--- config.mk ---
export PLATFORM = sky130hd
export DESIGN_NAME = ppc_ctrl
export DESIGN_NICKNAME = d
export VERILOG_FILES = /design/src/hw/ppc_pkg.sv /design/src/hw/ppc_ctrl.sv
export VERILOG_INCLUDE_DIRS = /design/src /design/src/hw
export SDC_FILE = /design/constraint.sdc
export NUM_CORES = 1
export LEC_CHECK = 0
export BUFFER_PORTS_ARGS = -buffer_cell sky130_fd_sc_hd__buf_2
export CORE_UTILIZATION = 50
export CTS_BUF_LIST = sky130_fd_sc_hd__clkbuf_16
export DETAILED_ROUTE_END_ITERATION = 8
export HOLD_SLACK_MARGIN = 0.12
export PLACE_DENSITY_LB_ADDON = 0.25
export RECOVER_POWER = 25
export SYNTH_ARGS = -nofsm -noshare
export SYNTH_HDL_FRONTEND = slang
export SYNTH_SLANG_ARGS = --single-unit
--- constraint.sdc ---
create_clock -name clk_sys -period 2.4 [get_ports clk_sys]
set_clock_uncertainty 0.15 [all_clocks]
set_input_delay 0.24 -clock clk_sys [delete_from_list [all_inputs] [get_ports clk_sys]]
set_output_delay 0.24 -clock clk_sys [all_outputs]
set_load 0.01 [all_outputs]
--- src/hw/ppc_regs.svh ---
// Purpose: Offsets, field positions, reset values and fixed patterns of the programmer control.
// Assumes: Included by its bare name from the bench and the control module.
// Notes:   Adapter bytes sit one per 32-bit word in the low byte.
`ifndef PPC_REGS_SVH
`define PPC_REGS_SVH

`define PPC_BASE_MAIN  16'hEC08
`define PPC_BASE_ALT   16'hBC08
`define PPC_ADP_RST    8'h00
`define PPC_OFF_STAT   8'h20
`define PPC_OFF_LAST   8'h1C
`define PPC_IDX_DATA   3'h0
`define PPC_IDX_SUPPLY 3'h2
`define PPC_IDX_CTLB   3'h3
`define PPC_IDX_MODE   3'h4
`define PPC_IDX_SOCK   3'h6
`define PPC_B_STROBE   6
`define PPC_B_EROM     7
`define PPC_B_CO2      3
`define PPC_B_ATTEMPT  0
`define PPC_B_RDBK     1
`define PPC_PAT_LOW    6'h01
`define PPC_PAT_LOWPP  6'h21
`define PPC_PAT_MID    6'h02
`define PPC_PAT_MIDGT  6'h06
`define PPC_PAT_BOOST  6'h08
`define PPC_PAT_BOOSTX 6'h18
`define PPC_RESP_OKAY  2'h0
`define PPC_RESP_SLV   2'h2

`endif

--- src/hw/ppc_pkg.sv ---
// Purpose: Types shared by the programmer control.
// Assumes: Constants come from ppc_regs.svh.
// Notes:   Supply struct order matches the low six bits of the supply byte.
package ppc_pkg;
	// Supply select pattern, enable of the program pin held active high here.
	typedef struct packed {
		logic pp_en;
		logic extra_boost;
		logic conv_boost;
		logic gate;
		logic mid_step;
		logic low_step;
	} ppc_supply_t;

	// Microprocessor bus control and address pins.
	typedef struct packed {
		logic [15:0] addr;
		logic        valid_user_address;
		logic        rw;
		logic        phi2;
	} ppc_mbus_t;
endpackage : ppc_pkg

--- src/hw/ppc_ctrl.sv ---
// Purpose: Bus decode, adapter register file and supply select control of the programmer.
// Assumes: clk_sys at 20 MHz; microprocessor bus pins are asynchronous and synchronised here.
// Notes:   Registers reachable from AXI4-Lite and from the microprocessor bus.
//
// Design decisions made here: the AXI4-Lite slave port and the address map.
`timescale 1ns/10ps
`include "ppc_regs.svh"
module ppc_ctrl
	import ppc_pkg::*;
#(
	parameter int AXI_AW = 8
) (
	input  wire logic              clk_sys,
	input  wire logic              nrst,
	input  wire logic [AXI_AW-1:0] s_axi_awaddr,
	input  wire logic              s_axi_awvalid,
	output logic                   s_axi_awready,
	input  wire logic [31:0]       s_axi_wdata,
	input  wire logic [3:0]        s_axi_wstrb,
	input  wire logic              s_axi_wvalid,
	output logic                   s_axi_wready,
	output logic [1:0]             s_axi_bresp,
	output logic                   s_axi_bvalid,
	input  wire logic              s_axi_bready,
	input  wire logic [AXI_AW-1:0] s_axi_araddr,
	input  wire logic              s_axi_arvalid,
	output logic                   s_axi_arready,
	output logic [31:0]            s_axi_rdata,
	output logic [1:0]             s_axi_rresp,
	output logic                   s_axi_rvalid,
	input  wire logic              s_axi_rready,
	input  wire ppc_mbus_t         mbus_in,
	input  wire logic [7:0]        mbus_data_in,
	output logic [7:0]             mbus_data_out,
	output logic                   mbus_data_oe,
	output logic                   mbus_rd_en,
	output logic                   mbus_wr_en,
	input  wire logic              relocation_jumper_n,
	input  wire logic [7:0]        socket_data_line,
	output logic [7:0]             programmer_data_line,
	output logic                   low_step_supply_select,
	output logic                   mid_step_supply_select,
	output logic                   driver_bus_gate_select,
	output logic                   converter_boost_select,
	output logic                   extra_boost_select,
	output logic                   program_pin_enable_n,
	output logic                   driver_strobe,
	output logic                   erasable_program_enable,
	output logic                   readback_enable_n,
	output logic                   adapter_control_out_two
);

	// Byte offsets below need at least six address bits.
	if (AXI_AW < 6) begin : g_aw_check
		$error("AXI_AW must be at least 6");
	end

	logic [7:0]  adp_q [0:7];
	ppc_mbus_t   mb_s1_q;
	ppc_mbus_t   mb_s2_q;
	ppc_mbus_t   mb_s3_q;
	logic [7:0]  md_s1_q;
	logic [7:0]  md_s2_q;
	logic [7:0]  md_s3_q;
	logic        jmp_s1_q;
	logic        jmp_s2_q;
	logic [7:0]  sock_s1_q;
	logic [7:0]  sock_s2_q;
	logic [15:0] base;
	logic        sel2;
	logic        sel3;
	logic        mb_wr;
	logic        aw_go;
	logic        ax_wr;
	logic        ax_wmap;
	logic [2:0]  ax_widx;
	logic        ax_rmap;
	logic        ax_rstat;
	logic [2:0]  ax_ridx;
	ppc_supply_t req;
	ppc_supply_t sup_q;
	logic        attempt;
	logic        bipolar;
	logic        legal;
	logic        multi;
	logic        refuse;
	logic        pat_err_q;
	logic        bit_err_q;
	logic        stat_clr;

	// Every asynchronous pin passes two flip-flops; the third bus and data stage feeds the write strobe, its address and its data.
	always_ff @(posedge clk_sys) begin
		if (!nrst) begin
			mb_s1_q   <= '0;
			mb_s2_q   <= '0;
			mb_s3_q   <= '0;
			md_s1_q   <= 8'h00;
			md_s2_q   <= 8'h00;
			md_s3_q   <= 8'h00;
			jmp_s1_q  <= 1'b1;
			jmp_s2_q  <= 1'b1;
			sock_s1_q <= 8'h00;
			sock_s2_q <= 8'h00;
		end else begin
			mb_s1_q   <= mbus_in;
			mb_s2_q   <= mb_s1_q;
			mb_s3_q   <= mb_s2_q;
			md_s1_q   <= mbus_data_in;
			md_s2_q   <= md_s1_q;
			md_s3_q   <= md_s2_q;
			jmp_s1_q  <= relocation_jumper_n;
			jmp_s2_q  <= jmp_s1_q;
			sock_s1_q <= socket_data_line;
			sock_s2_q <= sock_s1_q;
		end
	end

	// Window decode: upper bits and the valid address qualifier select the module.
	assign base = jmp_s2_q ? `PPC_BASE_MAIN : `PPC_BASE_ALT;
	assign sel2 = mb_s2_q.valid_user_address && (mb_s2_q.addr[15:3] == base[15:3]);
	assign sel3 = mb_s3_q.valid_user_address && (mb_s3_q.addr[15:3] == base[15:3]);
	// A write lands at the falling edge of phase 2, when bus data has settled.
	assign mb_wr = sel3 && !mb_s3_q.rw && mb_s3_q.phi2 && !mb_s2_q.phi2;

	// Transceiver enables from phase 2 and read/write; both low when not selected.
	always_ff @(posedge clk_sys) begin
		if (!nrst) begin
			mbus_rd_en    <= 1'b0;
			mbus_wr_en    <= 1'b0;
			mbus_data_oe  <= 1'b0;
			mbus_data_out <= 8'h00;
		end else begin
			mbus_rd_en    <= sel2 && mb_s2_q.phi2 && mb_s2_q.rw;
			mbus_wr_en    <= sel2 && mb_s2_q.phi2 && !mb_s2_q.rw;
			mbus_data_oe  <= sel2 && mb_s2_q.phi2 && mb_s2_q.rw;
			// Low three bits pick adapter and register.
			mbus_data_out <= adp_q[mb_s2_q.addr[2:0]];
		end
	end

	// AXI write: both channels are taken together once both are valid.
	assign aw_go   = s_axi_awvalid && s_axi_wvalid && !s_axi_awready && !s_axi_bvalid;
	assign ax_wr   = s_axi_awready && s_axi_awvalid && s_axi_wvalid;
	assign ax_wmap = (s_axi_awaddr[1:0] == 2'h0) && (s_axi_awaddr <= AXI_AW'(`PPC_OFF_LAST));
	assign ax_widx = s_axi_awaddr[4:2];
	assign stat_clr = ax_wr && (s_axi_awaddr == AXI_AW'(`PPC_OFF_STAT)) && s_axi_wstrb[0];

	always_ff @(posedge clk_sys) begin
		if (!nrst) begin
			s_axi_awready <= 1'b0;
			s_axi_wready  <= 1'b0;
			s_axi_bvalid  <= 1'b0;
			s_axi_bresp   <= `PPC_RESP_OKAY;
		end else begin
			s_axi_awready <= aw_go;
			s_axi_wready  <= aw_go;
			if (ax_wr) begin
				s_axi_bvalid <= 1'b1;
				s_axi_bresp  <= (ax_wmap || stat_clr || s_axi_awaddr == AXI_AW'(`PPC_OFF_STAT))
					? `PPC_RESP_OKAY : `PPC_RESP_SLV;
			end else if (s_axi_bready) begin
				s_axi_bvalid <= 1'b0;
			end
		end
	end

	// Adapter file; reset clears every byte, and the microprocessor bus wins a same-cycle clash.
	always_ff @(posedge clk_sys) begin
		if (!nrst) begin
			for (int i = 0; i < 8; i++) begin
				adp_q[i] <= `PPC_ADP_RST;
			end
		end else begin
			if (ax_wr && ax_wmap && s_axi_wstrb[0]) begin
				adp_q[ax_widx] <= s_axi_wdata[7:0];
			end
			if (mb_wr) begin
				adp_q[mb_s3_q.addr[2:0]] <= md_s3_q;
			end
		end
	end

	// AXI read: one address phase, then the word stands until rready.
	assign ax_rmap  = (s_axi_araddr[1:0] == 2'h0) && (s_axi_araddr <= AXI_AW'(`PPC_OFF_LAST));
	assign ax_rstat = s_axi_araddr == AXI_AW'(`PPC_OFF_STAT);
	assign ax_ridx  = s_axi_araddr[4:2];

	always_ff @(posedge clk_sys) begin
		if (!nrst) begin
			s_axi_arready <= 1'b0;
			s_axi_rvalid  <= 1'b0;
			s_axi_rdata   <= 32'h0000_0000;
			s_axi_rresp   <= `PPC_RESP_OKAY;
		end else begin
			s_axi_arready <= s_axi_arvalid && !s_axi_arready && !s_axi_rvalid;
			if (s_axi_arready && s_axi_arvalid) begin
				s_axi_rvalid <= 1'b1;
				s_axi_rresp  <= (ax_rmap || ax_rstat) ? `PPC_RESP_OKAY : `PPC_RESP_SLV;
				if (ax_rmap && ax_ridx == `PPC_IDX_SOCK) begin
					s_axi_rdata <= {24'h000000, sock_s2_q};
				end else if (ax_rmap) begin
					s_axi_rdata <= {24'h000000, adp_q[ax_ridx]};
				end else if (ax_rstat) begin
					s_axi_rdata <= {16'h0000, sock_s2_q, 6'h00, bit_err_q, pat_err_q};
				end else begin
					s_axi_rdata <= 32'h0000_0000;
				end
			end else if (s_axi_rready) begin
				s_axi_rvalid <= 1'b0;
			end
		end
	end

	// Requested pattern and its legality; a mixed or unknown pattern is refused whole.
	assign req     = ppc_supply_t'(adp_q[`PPC_IDX_SUPPLY][5:0]);
	assign attempt = adp_q[`PPC_IDX_MODE][`PPC_B_ATTEMPT];
	assign bipolar = req != '0;
	always_comb begin
		case (6'(req))
			6'h00:           legal = 1'b1;
			`PPC_PAT_LOW:    legal = 1'b1;
			`PPC_PAT_LOWPP:  legal = 1'b1;
			`PPC_PAT_MID:    legal = 1'b1;
			`PPC_PAT_MIDGT:  legal = 1'b1;
			`PPC_PAT_BOOST:  legal = 1'b1;
			`PPC_PAT_BOOSTX: legal = 1'b1;
			default:         legal = 1'b0;
		endcase
		// Erasable programming never shares an attempt with a bipolar family.
		if (bipolar && adp_q[`PPC_IDX_SUPPLY][`PPC_B_EROM]) begin
			legal = 1'b0;
		end
	end
	// Bipolar parts take one bit per attempt; a word with two or more bits set is refused.
	assign multi  = bipolar && ((adp_q[`PPC_IDX_DATA] & (adp_q[`PPC_IDX_DATA] - 8'h01)) != 8'h00);
	assign refuse = attempt && (!legal || multi);

	// Supply and drive outputs, all inactive outside an accepted attempt, program_pin_enable_n then high.
	always_ff @(posedge clk_sys) begin
		if (!nrst) begin
			sup_q                   <= '0;
			program_pin_enable_n    <= 1'b1;
			driver_strobe           <= 1'b0;
			erasable_program_enable <= 1'b0;
		end else begin
			sup_q <= (attempt && !refuse) ? req : '0;
			// The active-low pin has its own flop, so no inverter sits between flop and pin.
			program_pin_enable_n <= !(attempt && !refuse && req.pp_en);
			driver_strobe <= attempt && !refuse
				&& adp_q[`PPC_IDX_SUPPLY][`PPC_B_STROBE];
			erasable_program_enable <= attempt && !refuse
				&& adp_q[`PPC_IDX_SUPPLY][`PPC_B_EROM];
		end
	end

	// Separate pins keep the board wiring obvious; the program pin enable is active low.
	assign low_step_supply_select = sup_q.low_step;
	assign mid_step_supply_select = sup_q.mid_step;
	assign driver_bus_gate_select = sup_q.gate;
	assign converter_boost_select = sup_q.conv_boost;
	assign extra_boost_select     = sup_q.extra_boost;

	// Data word, readback path and hold-off select.
	always_ff @(posedge clk_sys) begin
		if (!nrst) begin
			programmer_data_line    <= 8'h00;
			readback_enable_n       <= 1'b1;
			adapter_control_out_two <= 1'b0;
		end else begin
			readback_enable_n <= !adp_q[`PPC_IDX_MODE][`PPC_B_RDBK];
			// While reading back, the socket lines are returned onto the data lines.
			programmer_data_line <= adp_q[`PPC_IDX_MODE][`PPC_B_RDBK] ? sock_s2_q
				: (refuse ? 8'h00 : adp_q[`PPC_IDX_DATA]);
			adapter_control_out_two <= adp_q[`PPC_IDX_CTLB][`PPC_B_CO2];
		end
	end

	// Sticky refusal flags; a new refusal wins over a clear in the same cycle.
	always_ff @(posedge clk_sys) begin
		if (!nrst) begin
			pat_err_q <= 1'b0;
			bit_err_q <= 1'b0;
		end else begin
			pat_err_q <= (attempt && !legal) || (pat_err_q && !(stat_clr && s_axi_wdata[0]));
			bit_err_q <= (attempt && multi) || (bit_err_q && !(stat_clr && s_axi_wdata[1]));
		end
	end
endmodule : ppc_ctrl

==> flow_results.org, run 1 <==
** Die
- Measured along the x axis, the die boundary spans 138 µm.
- Die ar. :: 19000 µm²
- Starting utilization of the core area :: 51.1%
- Height of the die :: 138 µm
- Placeable core region :: 18000 µm²
- 165 I/O pins were placed.
- The floorplan has 49 rows.

** Place
- The placed instances occupy a cell area of 9960 µm².
- Prior to clock tree synthesis, the placed netlist has a worst setup slack of -0.00532 ns.
- Port Buffers :: 119
- Once detailed placement completed, the half-perimeter wirelength came to 15000 µm.
- At the end of routability-driven placement, the weighted congestion stood at 0.894.

** Final layout
- Nets :: 1131
- The finished cells cover 11300 µm².
- Compared with the post-synthesis result, the final layout area differs by 22.7%.
- Fraction of final layout cells sized beyond drive strength 1 :: 22.9%
- Antenna diode count :: 0
- Highest-count cells in the layout ignoring fill and taps :: sky130_fd_sc_hd__nand2_1 (151), sky130_fd_sc_hd__dfxtp_1 (151), sky130_fd_sc_hd__buf_2 (110)
- Number of filler cells placed in the layout :: 1474

** Global route
- Overall Global Routing Usage :: 23.6%
- Number of antenna violations at the first check in global routing :: 0
- Via count of the first global-routing pass :: 6309
- For this run the aggregate overflow at the end of global routing stands at 0.
- Entering global routing, the biggest net connects 76 pins.
- The first global-routing pass estimated 33600 µm of wire.

** Clock network
- Number of levels the H-tree was split into :: 1
- Buffer cell driving the clock tree root :: sky130_fd_sc_hd__clkbuf_16
- TritonCTS built the clock tree.
- At the later pin of the worst-skew pair, clock insertion delay measures 0.51 ns.
- CTS sink count :: 215
- In this run, CTS created clock tree buffers numbering 23.
- Count of buffers added by post-CTS timing repair for setup :: 0
- No sink is reached through more buffers than the 3 on the longest clock path.
- Clock slew at reported path FFs :: 0.06 ns

** Synthesis
- Yosys mapped the design onto 61 distinct sky130hd cell types.
- Summing every instance area after synthesis gives 9210 µm².
- Of the total synthesized cell area, the portion taken by full adders, half adders and majority gates is 0%.
- Number of warnings issued by yosys :: 0
- After technology mapping, the gate count stands at 861.
- Summing the areas of all compound-gate instances in the mapped netlist gives 8.77% of the synthesized area.
- Dominant register cell in the synthesized netlist :: sky130_fd_sc_hd__dfxtp_1
- The average instance in the mapped netlist occupies 10.7 µm².
- Async set-or-reset flop fraction in the synthesized netlist :: 0%
- By area the synthesized netlist is led by sky130_fd_sc_hd__dfxtp_1 (33%), sky130_fd_sc_hd__edfxtp_1 (21%), sky130_fd_sc_hd__and2_1 (7.4%).
- Synth Register Bits :: 215
- Measured against the total synthesized area, the mux share comes to 8.67%.
- Biggest area consumer among synthesized cells :: sky130_fd_sc_hd__dfxtp_1
- After synthesis, the largest family of logic cells by area is simple AND/OR/NAND/NOR gates.
- Summing the areas of all and, or, nand and nor instances in the mapped netlist gives 23.5% of the synthesized area.
- Sequential cell area fraction in the yosys report :: 53.7%
- The synthesized netlist devotes 0% of its cell area to XOR and XNOR gates.
- In this run, synthesis inferred 64 flip-flops with an integrated enable.
- The synthesized design devotes to its leading area cell type 32.8% of total area.

** Drt
- Via density :: 5.29
- Wire length per cell :: 17.0 µm
- Number of remaining DRC errors :: 0
- 1st-pass router iterations :: 5
- Count of vias placed by the detailed router :: 6785
- Final wirelength :: 21700 µm
- ANT nets after route :: 0
- In this run, the number of DRC markers left after iteration 0 of detailed routing was 550.

** Timing
- Based on the critical path, the design can be clocked at up to 437 MHz.
- At the pin with the least slew margin, the transition time is 0.959 ns.
- Total count of max-transition violations in the final report :: 0
- Period utilisation layout :: 95.3%
- Relative slew slack :: 36.0%
- Setup violations remaining at the end of the flow were counted as 0.
- Setup slack on the critical path of the routed design comes to 0.112 ns.
- Unrepaired setup endpoints after global routing :: no
- The smallest clock period supported by the final layout is computed as 2.29 ns.
- The hold violation count in the final report is 0.

** Run
- Number of max-capacitance violations reported :: 0

** Critical path
- Maximum fanout along the worst path :: 9
- At the worst endpoint, the required time is 2.66 ns.
- Critical path start-end classification :: reg2reg
- STA classifies the critical path startpoint as a flop.
- STA classifies the critical path endpoint as a flop.
- Data arrives at the worst endpoint at 2.55 ns.

** Power and ir drop
- Switching power as a share of total power :: 22.4%
- Total power draw :: 7920 µW
- The analysis attributes to cell leakage a power of 0.00438 µW.
- Seq pwr share :: 50.0%
- Power per standard cell area :: 702 nW/µm²
- Combinational logic is responsible for 7.0% of the overall power.
- Switching Power :: 1780 µW
- Across the VDD grid, the largest voltage drop is 650 µV.
- Of the total power, the clock network draws 43.0%.
- Internal power comes to 6150 µW.

** Hold path
- The tightest min-delay check is of the in2reg type.

** Run status
- The run finished with clean final reports.
-- cell families after synthesis --
family | count (synthesis)
other cells | 1
mux | 44
compound gates | 135
simple gates | 380
flops | 215
buf+inv | 86
-- state kept, by name, indices dropped and copies added, names as in the netlist, 8 cells and up --
register,cells
adp_q,64
mb_s1_q,19
mb_s2_q,19
mb_s3_q,19
mbus_data_out,8
md_s1_q,8
md_s2_q,8
md_s3_q,8
programmer_data_line,8
s_axi_rdata,16
sock_s1_q,8
sock_s2_q,8
-- power by group through the flow --
stage               clock network (µW)  logic (µW)  registers, µW
global route                      3630         609           3970
global placement                     0         474           4030
finish                            3410         555           3960
CTS                               3480         552           3960
floorplan                            0         344           4000
detailed placement                   0         481           4040
-- stage by stage --
stage               hold slack (ns)  utilization (%)  instances  TNS, ns
global placement              0.250             55.3       1181        0
detailed placement            0.259             55.3       1181  -0.0409
floorplan                     0.191                -        878        0
finish                        0.135             62.7       1282        0
global route                  0.183             62.7       1282        0
CTS                           0.124             62.7       1282        0
-- cell type report --
| class | instances | area, µm² | share of cell area [%] |
|---|---|---|---|
| clock buffers | 25 | 626 | 5.54 |
| inverters | 4 | 15.0 | 0.133 |
| repair buffers | 215 | 1450 | 12.9 |
| clock inverters | 17 | 116 | 1.03 |
| flip-flops and latches | 215 | 4940 | 43.8 |
| well taps | 229 | 287 | 2.54 |
| multi-input cells | 577 | 3850 | 34.1 |
-- Yosys cell counts, types with 2 or more instances --
library cell               instances
sky130_fd_sc_hd__a21boi_0          2
sky130_fd_sc_hd__a21oi_1           9
sky130_fd_sc_hd__a22oi_1          11
sky130_fd_sc_hd__a31oi_1           2
sky130_fd_sc_hd__a32oi_1           7
sky130_fd_sc_hd__and2_1          109
sky130_fd_sc_hd__and3_1            6
sky130_fd_sc_hd__and4_1            2
sky130_fd_sc_hd__buf_1            11
sky130_fd_sc_hd__buf_2            12
sky130_fd_sc_hd__buf_4            27
sky130_fd_sc_hd__clkbuf_1         26
sky130_fd_sc_hd__clkbuf_8          4
sky130_fd_sc_hd__dfxtp_1         151
sky130_fd_sc_hd__edfxtp_1         64
sky130_fd_sc_hd__inv_1             4
sky130_fd_sc_hd__mux2i_1          16
sky130_fd_sc_hd__mux4_1            2
sky130_fd_sc_hd__mux4_2           26
sky130_fd_sc_hd__nand2_1         151
sky130_fd_sc_hd__nand2_2           2
sky130_fd_sc_hd__nand2b_1          8
sky130_fd_sc_hd__nand3_1           9
sky130_fd_sc_hd__nand3b_1          2
sky130_fd_sc_hd__nand4_1           3
sky130_fd_sc_hd__nand4b_1          2
sky130_fd_sc_hd__nor2_1           19
sky130_fd_sc_hd__nor2b_1          22
sky130_fd_sc_hd__nor3_1            3
sky130_fd_sc_hd__nor3_2            2
sky130_fd_sc_hd__nor3b_1           5
sky130_fd_sc_hd__nor4_1            2
sky130_fd_sc_hd__nor4_2            2
sky130_fd_sc_hd__nor4_4            8
sky130_fd_sc_hd__nor4b_1           4
sky130_fd_sc_hd__nor4bb_1          3
sky130_fd_sc_hd__o211ai_1          7
sky130_fd_sc_hd__o21ai_0          67
sky130_fd_sc_hd__o21ai_1          12
sky130_fd_sc_hd__o22ai_1           3
sky130_fd_sc_hd__o31ai_1           7
sky130_fd_sc_hd__or3b_2            7
sky130_fd_sc_hd__or4b_2            2
-- final timing paths --
kind / start / end / slack (ns) / cells past startpoint
hold reg to reg: jmp_s1_q / jmp_s2_q / 0.27 / 1
setup reg to reg: adp_q[0][3] / programmer_data_line[6] / 0.11 / 6
hold / removal: s_axi_araddr[4] / s_axi_rdata[0] / 0.13 / 4
setup / recovery: adp_q[0][3] / programmer_data_line[6] / 0.11 / 6
-- per-layer routing --
| metal | track usage, % | routed length [µm] | vias to the layer above |
|---|---|---|---|
| met3 | 3.72 | 1380 | 56 |
| met1 | 30.5 | 9220 | 3132 |
| met4 | 9.00 | 784 | 0 |
| met2 | 39.5 | 10400 | 279 |
| met5 | 0 | 0 | - |
| li1 | - | - | 3318 |
-- repair_timing --
item | in CTS | in global routing
gates resized for setup | 1 | 1
endpoints found under the hold margin | 116 | 0
setup endpoints to repair | 11 | 16
hold buffers | 59 | 0
pin swaps | 0 | 0
-- worst max-delay path, cell delays in order (launching register included) --
cell and delay [ns]:
sky130_fd_sc_hd__edfxtp_1 0.38, sky130_fd_sc_hd__or4_4 0.56, sky130_fd_sc_hd__o32a_1 0.32, sky130_fd_sc_hd__a211oi_2 0.21, sky130_fd_sc_hd__buf_4 0.16, sky130_fd_sc_hd__nand2_2 0.15, sky130_fd_sc_hd__o31ai_1 0.27
Power figures use the tool's default switching activity.
==> run 2, diff against run 1 <==
--- a/config.mk
+++ b/config.mk
@@ -8,7 +8,6 @@
 export LEC_CHECK = 0
 export BUFFER_PORTS_ARGS = -buffer_cell sky130_fd_sc_hd__buf_2
 export CORE_UTILIZATION = 50
-export CTS_BUF_LIST = sky130_fd_sc_hd__clkbuf_16
 export DETAILED_ROUTE_END_ITERATION = 8
 export HOLD_SLACK_MARGIN = 0.12
 export PLACE_DENSITY_LB_ADDON = 0.25
==> flow_results.org, run 2 (synthesized netlist as in run 1, its figures left out) <==
** Critical path
- The largest individual stage delay along the critical path comes from the cell sky130_fd_sc_hd__or4_4.
- The setup check on the worst reg-to-reg path leaves a slack of 0.11 ns.
- The critical path is of the reg2reg type.
- Series of cell instances along the critical path :: or4_4, o32a_1, a211oi_2, buf_4, nand2_2, o31ai_1
- The worst register-to-register path has a depth of 6.
- Counting both buffers and inverters, the worst setup path holds a total of 1.
- Endpoint arrival time on the critical path :: 2.56 ns
- Peak per-stage delay on the critical path :: 0.56 ns
- Kind of capture point of the worst setup path :: flop
- Worst path depth :: 6
- Data on the critical path is required at its endpoint by 2.66 ns.
- The startpoint identified for the worst register-to-register timing path is adp_q[0][3].
- STA classifies the critical path startpoint as a flop.
- Among cell families on the critical path, the largest total delay comes from compound AO/OA/AOI/OAI gates.
- Maximum fanout along the worst path :: 9
- Worst setup startpoint :: adp_q[0][3]

** Global route
- Maximum number of pins on one net before global-route repair :: 76
- Overall Global Routing Usage :: 23.6%
- The initial antenna violation count was 0.
- Global-route congestion overflow total :: 0
- The number of global-route vias before repair was 6326.
- Global-route wire length before repair :: 33600 µm

** Drt
- The final layout contains routed wiring with a total length of 21700 µm.
- After the first detailed-routing iteration, the DRC count stood at 568.
- Via density :: 5.26
- 1st-pass router iterations :: 5
- Dividing the detail-routed wire length by the instance count gives 16.9 µm.
- ANT nets after route :: 0
- Detailed routing inserted a total of 6742 vias.
- In the routed design, unresolved DRC markers number 0.

** Run status
- Outcome :: complete, no violations

** Place
- Port Buffers :: 119
- Half-perimeter wire length after detailed placement :: 15000 µm
- Prior to clock tree synthesis, the placed netlist has a worst setup slack of -0.00532 ns.
- GP Congestion :: 0.894

** Timing
- Hold violation count in the final report :: 0
- Number of failing setup endpoints in the final timing report :: 0
- Maximum clock frequency :: 436 MHz
- Setup slack closes at 0.108 ns.
- Unrepaired setup endpoints after global routing :: no
- Sum of negative setup slack :: 0 ns
- Total count of max-transition violations in the final report :: 0
- Headroom to the max-slew limit came out at 37.1%.
- The worst path uses 95.5% of the clock period.
- Period minus WS final :: 2.29 ns
- For the pin with the worst max-slew slack, the measured transition is 0.944 ns.

** Run
- Max-cap violations in this run came to 0.

** Final layout
- After the last flow step, the layout net total stands at 1131.
- The layout has 1468 filler cells.
- The number of antenna diodes in the final layout is 0.
- Fraction of final layout cells sized beyond drive strength 1 :: 23.2%
- Largest register FFs :: 64
- Syn-to-layout area delta :: 23.0%
- Biggest register :: adp_q
- Highest-count cells in the layout ignoring fill and taps :: sky130_fd_sc_hd__nand2_1 (151), sky130_fd_sc_hd__dfxtp_1 (151), sky130_fd_sc_hd__buf_2 (110)

** Die
- Height of the die :: 138 µm
- Starting utilization of the core area :: 51.1%
- Die ar. :: 19000 µm²
- 165 I/O pins were placed.
- In this run the core area contains 49 standard-cell rows.
- From left edge to right edge, the die measures 138 µm.
- Placeable core region :: 18000 µm²

** Clock network
- CTS tree :: done
- Buffer cell driving the clock tree root :: sky130_fd_sc_hd__clkbuf_16
- Worst-skew pair later-pin latency :: 0.51 ns
- CTS built an H-tree with a depth of 1.
- Maximum clock path buffer count :: 3
- Clock slew at reported path FFs :: 0.06 ns
- CTS buffer count :: 23
- CTS sink count :: 215

** Hold path
- The min-delay analysis places its worst path in the category in2reg.
- Hold path start :: s_axi_araddr[4]
- The worst hold path passes through 4 cells.

** Power and ir drop
- Leakage power summed over all cells :: 0.00438 µW
- Power per standard cell area :: 711 nW/µm²
- Largest vdd supply drop :: 650 µV
-- run 2: cell count changes in the layout (fill, tap and decap cells not counted), sizes merged --
cell | before | now
inv | 11 | 6
clkbuf | 34 | 41
clkinv | 8 | 6
-- run 2: final timing paths --
kind	end
min	s_axi_rdata[0]
min reg2reg	jmp_s2_q
max	programmer_data_line[3]
max reg2reg	programmer_data_line[3]
-- run 2: worst min-delay path: cells and delay by family --
kind | cells | cell delay (ns)
and+or+nand+nor | 1 | 0.12
buffers and inverters | 1 | 0.21
AOI/OAI and AO/OA | 2 | 0.17
-- run 2: routing by layer --
| metal | global-route usage (%) | wire (µm) | part of all wire, % | vias to the layer above |
|---|---|---|---|---|
| met4 | 8.39 | 715 | 3.3 | 0 |
| met5 | 0 | 0 | 0 | - |
| met3 | 3.86 | 1380 | 6.4 | 48 |
| li1 | - | - | - | 3314 |
| met1 | 30.4 | 9170 | 42 | 3137 |
| met2 | 39.8 | 10400 | 48 | 243 |
-- run 2: area by class of cell --
cell class / instances / area (µm²) / share of cell area (%)
clock inverters: 10 / 90.1 / 0.795
clock buffers: 32 / 686 / 6.05
repair buffers: 215 / 1450 / 12.8
flip-flops and latches: 215 / 4940 / 43.7
inverters: 4 / 15.0 / 0.133
well taps: 229 / 287 / 2.53
multi-input cells: 577 / 3850 / 34.0
-- run 2: per-stage QoR --
step	power [µW]	area [µm²]	hold WS [ns]	util (%)	cells
2_1_floorplan	4340	9270	0.191	-	878
3_3_place_gp	4510	9960	0.250	55.3	1181
3_5_place_dp	4520	9960	0.259	55.3	1181
4_1_cts	8110	11300	0.124	62.9	1282
5_1_grt	8340	11300	0.183	62.8	1282
6_report	8050	11300	0.137	62.8	1282
-- run 2: power breakdown --
group | switching (µW) | total (µW) | internal (µW)
Sequential | 89.8 | 3960 | 3870
Combinational | 273 | 554 | 282
Clock | 1420 | 3530 | 2120
Total | 1780 | 8050 | 6270
-- run 2: what timing repair did --
| action | CTS | global route |
|---|---|---|
| setup buffers | 0 | 0 |
| endpoints found under the hold margin | 116 | 0 |
| setup endpoints to repair | 11 | 16 |
| gates resized for setup | 1 | 1 |
| hold buffers | 59 | 0 |
